### config.mk
export PLATFORM = sky130hd
export DESIGN_NAME = mech_handler
export DESIGN_NICKNAME = d
export VERILOG_FILES = /design/src/design/mech_crc16.v /design/src/design/mech_handler.v
export VERILOG_INCLUDE_DIRS = /design/src /design/src/shared
export SDC_FILE = /design/constraint.sdc
export NUM_CORES = 1
export LEC_CHECK = 0
export ABC_AREA = 1
export ABC_CLOCK_PERIOD_IN_PS = 3800
export CAP_MARGIN = 20
export CORE_MARGIN = 5
export CORE_UTILIZATION = 40
export DETAILED_ROUTE_END_ITERATION = 8
export DONT_BUFFER_PORTS = 1
export SLEW_MARGIN = 25
export SYNTH_ARGS = -nofsm -noshare
export SYNTH_HDL_FRONTEND = slang
export SYNTH_SLANG_ARGS = --single-unit
### constraint.sdc
create_clock -name clock -period 3.8 [get_ports clock]
set_clock_uncertainty 0.1 [all_clocks]
set_input_delay 0.76 -clock clock [delete_from_list [all_inputs] [get_ports clock]]
set_output_delay 0.76 -clock clock [all_outputs]
set_load 0.02 [all_outputs]
### src/shared/mech_defs.vh
`ifndef MECH_DEFS_VH
`define MECH_DEFS_VH
`define MECH_FC_ENCAP 8'h7d
`define MECH_FC_NOP 8'h7e
`define MECH_ERR_FLAG 8'h80
`define MECH_EXC_ILLEGAL_FN 8'h01
`define MECH_STAT_SEL_BIT 3
`define MECH_MAX_DATA 250
`define MECH_CRC_INIT 16'hffff
`define MECH_CRC_POLY 16'ha001
`endif

### src/design/mech_crc16.v
`timescale 1ns/1ns
// running modbus crc-16, lsb first, one byte per cycle
module mech_crc16 (
  input wire clock,
  input wire clear,
  input wire en,
  input wire [7:0] data,
  output reg [15:0] crc_q
);
`include "mech_defs.vh"
  function [15:0] crc_step;
    input [15:0] c;
    input [7:0] d;
    integer i;
    reg [15:0] t;
    begin
      t = c ^ {8'h00, d};
      for (i = 0; i < 8; i = i + 1) begin
        t = t[0] ? ((t >> 1) ^ `MECH_CRC_POLY) : (t >> 1);
      end
      crc_step = t;
    end
  endfunction

  always @(posedge clock) begin
    if (clear) begin
      crc_q <= `MECH_CRC_INIT;
    end else if (en) begin
      crc_q <= crc_step(crc_q, data);
    end
  end
endmodule // mech_crc16

### src/design/mech_handler.v
`timescale 1ns/1ns
`include "mech_defs.vh"
// Functional notes
// - query: addr, 7Dh, control, function, data, crc
// - control word acts as command write
// - status word picked by control bit 3
// - success sends addr, 7Dh, status, function, engine data, crc
// - error gives flagged function and code
// - unknown function: illegal code, count it
// - supported function failure reports its code
// - 7Eh is no-op, only inside 7Dh
// - no-op reply carries no data bytes
// - command write replaces all output bits
module mech_handler #(
  parameter MAX_DATA = `MECH_MAX_DATA
) (
  input wire clock,
  input wire rst,
  input wire [7:0] own_addr,
  // received bytes of one frame; rx_end after last (crc) byte
  input wire rx_valid,
  input wire [7:0] rx_data,
  input wire rx_end,
  // embedded function engine
  output reg emb_req,
  output reg [7:0] emb_func,
  output reg [7:0] emb_len,
  output reg [7:0] emb_rd_idx,
  output wire [7:0] emb_rd_data,
  input wire emb_done,
  input wire emb_supported,
  input wire emb_error,
  input wire [7:0] emb_err_code,
  input wire [7:0] emb_resp_len,
  input wire [7:0] emb_resp_data,
  output reg [7:0] emb_resp_idx,
  // status sources
  input wire [15:0] status_a,
  input wire [15:0] status_b,
  // command register image
  output reg [15:0] logic_cmd,
  output reg logic_cmd_wr,
  output reg [15:0] illegal_fn_count,
  // transmit byte stream
  output reg tx_valid,
  output reg [7:0] tx_data,
  output reg tx_last,
  input wire tx_ready
);
  localparam [7:0] DATA_MAX = MAX_DATA[7:0];
  localparam S_IDLE = 3'd0;
  localparam S_RX = 3'd1;
  localparam S_CHECK = 3'd2;
  localparam S_EXEC = 3'd3;
  localparam S_TX = 3'd4;
  localparam S_DROP = 3'd5;

  reg [2:0] state_q;
  // header, data and both crc bytes of the longest frame
  reg [7:0] buf_q [0:MAX_DATA+6];
  reg [8:0] cnt_q;
  reg [8:0] tx_idx_q;
  reg [8:0] tx_total_q;
  reg [15:0] status_q;
  reg err_q;
  reg [7:0] err_code_q;
  wire tx_load;
  wire [7:0] resp_len_clip;
  reg crc_clr;
  reg crc_en;
  reg [7:0] crc_in;
  wire [15:0] crc;
  reg [7:0] byte_d;

  mech_crc16 u_crc (
    .clock(clock),
    .clear(crc_clr),
    .en(crc_en),
    .data(crc_in),
    .crc_q(crc)
  );

  assign emb_rd_data = buf_q[emb_rd_idx + 8'd5];

  // a byte is loaded while the stream is empty or its current byte is taken, unless that was the tx_last byte
  assign tx_load = (state_q == S_TX) && (!tx_valid || tx_ready) && !(tx_valid && tx_last);
  // longer answers are clipped so the frame stays legal
  assign resp_len_clip = (emb_resp_len > DATA_MAX) ? DATA_MAX : emb_resp_len;

  // response byte by position
  always @* begin
    emb_resp_idx = 8'h00;
    if (tx_idx_q == 9'd0) byte_d = own_addr;
    else if (tx_idx_q == 9'd1) byte_d = `MECH_FC_ENCAP;
    else if (tx_idx_q == 9'd2) byte_d = status_q[15:8];
    else if (tx_idx_q == 9'd3) byte_d = status_q[7:0];
    else if (tx_idx_q == 9'd4) byte_d = err_q ? (emb_func | `MECH_ERR_FLAG) : emb_func;
    else if (err_q && tx_idx_q == 9'd5) byte_d = err_code_q;
    else if (tx_idx_q == tx_total_q - 9'd2) byte_d = crc[7:0];
    else if (tx_idx_q == tx_total_q - 9'd1) byte_d = crc[15:8];
    else begin
      emb_resp_idx = tx_idx_q[7:0] - 8'd5;
      byte_d = emb_resp_data;
    end
  end

  always @* begin
    // clear between frames; a byte arriving in idle must not be eaten by the clear
    crc_clr = (state_q == S_CHECK) || (state_q == S_EXEC) || (state_q == S_DROP)
      || (state_q == S_IDLE && !rx_valid);
    crc_en = 1'b0;
    crc_in = rx_data;
    if (state_q == S_IDLE || state_q == S_RX) begin
      crc_en = rx_valid;
    end else if (state_q == S_TX) begin
      crc_in = byte_d;
      // the crc bytes themselves stay out of the sum
      crc_en = tx_load && (tx_idx_q < tx_total_q - 9'd2);
    end
  end

  always @(posedge clock) begin
    if (rst) begin
      state_q <= S_IDLE;
      cnt_q <= 9'd0;
      tx_idx_q <= 9'd0;
      tx_total_q <= 9'd0;
      status_q <= 16'h0000;
      err_q <= 1'b0;
      err_code_q <= 8'h00;
      emb_req <= 1'b0;
      emb_func <= 8'h00;
      emb_len <= 8'h00;
      emb_rd_idx <= 8'h00;
      logic_cmd <= 16'h0000;
      logic_cmd_wr <= 1'b0;
      illegal_fn_count <= 16'h0000;
      tx_valid <= 1'b0;
      tx_data <= 8'h00;
      tx_last <= 1'b0;
    end else begin
      logic_cmd_wr <= 1'b0;
      emb_req <= 1'b0;
      case (state_q)
        S_IDLE, S_RX: begin
          if (rx_valid) begin
            // bytes past the longest frame are counted, not stored
            if (cnt_q <= MAX_DATA + 6) begin
              buf_q[cnt_q] <= rx_data;
            end
            cnt_q <= cnt_q + 9'd1;
            state_q <= S_RX;
          end
          if (rx_end) begin
            state_q <= S_CHECK;
          end
        end
        S_CHECK: begin
          // crc over whole frame incl. its crc leaves zero residue
          if (crc != 16'h0000 || buf_q[0] != own_addr || buf_q[1] != `MECH_FC_ENCAP
              || cnt_q < 9'd7 || cnt_q > MAX_DATA + 7) begin
            state_q <= S_DROP;
          end else begin
            // whole word replaces the command image, no bit merging
            logic_cmd <= {buf_q[2], buf_q[3]};
            logic_cmd_wr <= 1'b1;
            status_q <= buf_q[3][`MECH_STAT_SEL_BIT] ? status_a : status_b;
            emb_func <= buf_q[4];
            emb_len <= cnt_q[7:0] - 8'd7;
            err_q <= 1'b0;
            if (buf_q[4] == `MECH_FC_NOP) begin
              tx_total_q <= 9'd7;
              tx_idx_q <= 9'd0;
              state_q <= S_TX;
            end else begin
              emb_req <= 1'b1;
              state_q <= S_EXEC;
            end
          end
        end
        S_EXEC: begin
          if (emb_done) begin
            tx_idx_q <= 9'd0;
            state_q <= S_TX;
            if (!emb_supported) begin
              err_q <= 1'b1;
              err_code_q <= `MECH_EXC_ILLEGAL_FN;
              illegal_fn_count <= illegal_fn_count + 16'd1;
              tx_total_q <= 9'd8;
            end else if (emb_error) begin
              err_q <= 1'b1;
              err_code_q <= emb_err_code;
              tx_total_q <= 9'd8;
            end else begin
              tx_total_q <= 9'd7 + {1'b0, resp_len_clip};
            end
          end
        end
        S_TX: begin
          if (!tx_valid || tx_ready) begin
            if (tx_valid && tx_last) begin
              tx_valid <= 1'b0;
              tx_last <= 1'b0;
              state_q <= S_DROP;
            end else begin
              tx_valid <= 1'b1;
              tx_data <= byte_d;
              tx_last <= (tx_idx_q == tx_total_q - 9'd1);
              tx_idx_q <= tx_idx_q + 9'd1;
            end
          end
        end
        S_DROP: begin
          // frame over: crc is being cleared, next query may start
          cnt_q <= 9'd0;
          state_q <= S_IDLE;
        end
        default: state_q <= S_IDLE;
      endcase
    end
  end

endmodule // mech_handler

==> results.sh <==
export IMPL_area_growth_pct=12.36
export IMPL_dp_slack_ns=0.01191
export IMPL_grt_pass1_vias=8084
export IMPL_gp_congestion=0.9701
export IMPL_grt_usage_pct=20.99
export IMPL_grt_pass1_wl_um=44000
export IMPL_path_buf_inv=2
export IMPL_syn_inst=1284
export IMPL_insertion_delay_ns=0.45
export IMPL_tightest_slew_ns=0.7703
export IMPL_dr_pass1_iters=5
export IMPL_setup_slack_ns=0.1698
export IMPL_row_count=56
export IMPL_critPathMaxStageDelay_ns=0.37
export IMPL_synthFlopType="dfxtp_1"
export IMPL_worstPathMaxFanout=8
export IMPL_start_util_pct=40.56
export IMPL_drtIter0Drc=679
export IMPL_diodes=0
export IMPL_path_class="flip-flop to output port"
export IMPL_period_share_pct=95.53
export IMPL_hold_viol_final=0
export IMPL_vdd_ir_drop_max_mv=0.2895
export IMPL_path_cells="nor2_4 -> nand2_1 -> nor2_2 -> xor2_1 -> ha_1 -> nand2_1 -> nor3_2 -> nand2_2 -> nand2_1 -> nor2_4 -> nand4_1 -> buf_4 -> a21oi_1 -> buf_4"
export IMPL_required_ns=2.94
export IMPL_crit_top_cell="nand2_1"
export IMPL_slowest_stage="dfxtp_2"
export IMPL_synth_compound_area_share_pct=14.71
export IMPL_grt_setup_unrepaired="true"
export IMPL_synth_seq_cells=179
export IMPL_hpwl_um=21450
export IMPL_yosys_area_share_simple_pct=29.08
export IMPL_period_needed_ns=3.630
export IMPL_remaining_drc_errors=0
export IMPL_postSynthAreaPerCell_um2=7.393
export IMPL_arrival_ns=2.77
export IMPL_synth_xor_area_share_pct=1.845
export IMPL_drt_total_wl_um=28430
export IMPL_synth_most_common_cell="nand2_1"
export IMPL_ys_seq_area_share_pct=42.81
export IMPL_clkTransAtPathRegs_ns=0.08
export IMPL_cts_sinks=179
export IMPL_cap_violations=0
export IMPL_finalMaxSlewViolations=0
export IMPL_cts_tree="done"
export IMPL_io_buffers=0
export IMPL_synth_top_cell_area_share_pct=27.63
export IMPL_syn_area_mm2=0.009493
export IMPL_synth_cell_type_count=49
export IMPL_fillCellCount=2380
export IMPL_async_flop_share_pct=0
export IMPL_leakagePower_nw=4.599
export IMPL_ioPinCount=164
export IMPL_hold_path_class="primary input to flip-flop"
export IMPL_synth_mux_area_share_pct=0
export IMPL_yosys_area_share_adder_pct=2.900
export IMPL_cts_max_level=4
export IMPL_setup_viol=0
export IMPL_status="completed"
export IMPL_fp_dieW_um=164.1
export IMPL_finalPower_w=0.006792
export IMPL_synth_edff_count=48
export IMPL_antenna_found_initial=1
export IMPL_worstSetupStartpointType="flip-flop"
export IMPL_cts_buffer_depth=2
export IMPL_grt_max_degree=50
export IMPL_num_vias=8559
export IMPL_wl_per_cell_um=17.48
export IMPL_finalNetCount=1396
export IMPL_grt_overflow_total=0
export IMPL_cts_root_buf="clkbuf_16"
export IMPL_multiInputGateArea_mm2=0.004741
export IMPL_yosysWarningCount=0
export IMPL_synth_top_area_cell="dfxtp_1"
export IMPL_p_per_area_mw_per_mm2=636.7
export IMPL_synth_top_family_by_area="simple AND/OR/NAND/NOR gates"
export IMPL_relSlewSlack_pct=48.46
export IMPL_via_per_inst=5.264
export IMPL_cts_buffers=17
export IMPL_die_area_mm2=0.02691
export IMPL_ant_nets=0
export IMPL_cp_top_family="simple AND/OR/NAND/NOR gates"
export IMPL_final_layout_size_suffix_gt1_share_pct=11.48
export IMPL_max_clock_freq_mhz=275.5
export IMPL_fp_dieH_um=164.1
export IMPL_synthTopCellsByArea="dfxtp_1, edfxtp_1, nand2_1, inv_1, nor2_1"
export IMPL_coreArea_mm2=0.02340
export IMPL_yosys_top_cells_count="nand2_1, inv_1, nor2_1, dfxtp_1, o21ai_0"
export IMPL_seqCellArea_mm2=0.004070
export IMPL_end_kind="output port"
-- repair_timing --
item,CTS,global route
setup buffers,0,3
pin swaps,0,5
cloned,0,0
hold buffers,0,0
setup endpoints to repair,9,12
resized for setup,3,31
-- worst register-to-register path: cells and delay by family (launching register included) --
family / cells / cell delay [ns]
flops: 1 / 0.35
buf+inv: 3 / 0.28
xor+xnor: 1 / 0.16
simple gates: 21 / 1.87
fa+ha+maj: 2 / 0.44
compound gates: 2 / 0.28
-- final cells by class --
cell class                      count  area share (%)
Timing Repair Buffer               32           2.252
Clock inverter                     15           1.959
Multi-Input combinational cell    909           44.45
Sequential cell                   179           38.16
Inverter                          155           5.455
Tap cell                          319           3.742
Clock buffer                       17           3.988
-- final timing paths --
kind | slack (ns) | startpoint | cells past startpoint | to
setup / recovery | 0.17 | tx_total_q[3] | 14 | emb_resp_idx[4]
hold / removal | 0.27 | rst | 1 | tx_total_q[6]
setup reg to reg | 0.22 | tx_total_q[2] | 29 | u_crc.crc_q[0]
hold reg to reg | 0.38 | err_code_q[7] | 2 | err_code_q[7]
-- logic make-up after synthesis --
logic type,after synthesis
AND/OR/NAND/NOR,620
XOR/XNOR,20
AO/OA/AOI/OAI,239
buffers and inverters,203
other,1
flip-flops,179
adder cells (fa/ha/maj),22
-- flip-flops by register name, indices dropped and copies added, names as in the netlist, 9 cells and up --
signal	count
u_crc.crc_q	16
buf_q	48
tx_total_q	9
cnt_q	9
illegal_fn_count	16
tx_idx_q	9
status_q	16
logic_cmd	16
-- power by group --
part           internal [W]  switching [W]
Clock              0.000920       0.000934
Combinational      0.000857        0.00171
Sequential          0.00214       0.000230
Total               0.00391        0.00288
-- per-layer routing --
layer	part of all wire [%]	wire length (um)	track usage, %
met1	45	12770	27.95
met2	44	12600	33.05
met3	8.3	2365	5.997
met4	2.4	693	6.710
met5	0	0	0
-- stage by stage --
stage / hold WS, ns / instance area, um^2 / util [%] / std cells / setup TNS, ns
floorplan: 0.3317 / 9519 / - / 1291 / 0
global placement: 0.3503 / 9911 / 42.35 / 1591 / 0
detailed placement: 0.3645 / 9911 / 42.35 / 1591 / 0
CTS: 0.2689 / 10560 / 45.10 / 1623 / 0
global route: 0.2686 / 10670 / 45.58 / 1626 / -0.1138
finish: 0.2739 / 10670 / 45.58 / 1626 / 0
-- cell usage in the layout, fill, tap and decap left out, drive strengths merged --
master,n
a41oi,1
nor3,31
a221oi,2
o221ai,1
a21boi,1
xnor2,5
o211ai,20
nor3b,9
a21oi,60
edfxtp,48
dfxtp,131
o21bai,3
o21ai,94
nand3,81
nor2,152
nand3b,1
o2111ai,1
xor2,15
a211oi,23
o21a,2
or2,10
nor4,12
o311a,1
conb,8
nand4,18
clkbuf,17
and2,1
buf,32
o311ai,1
inv,163
a31oi,27
clkinv,7
nand2,305
ha,22
o31ai,2
Power figures use the tool's default switching activity.
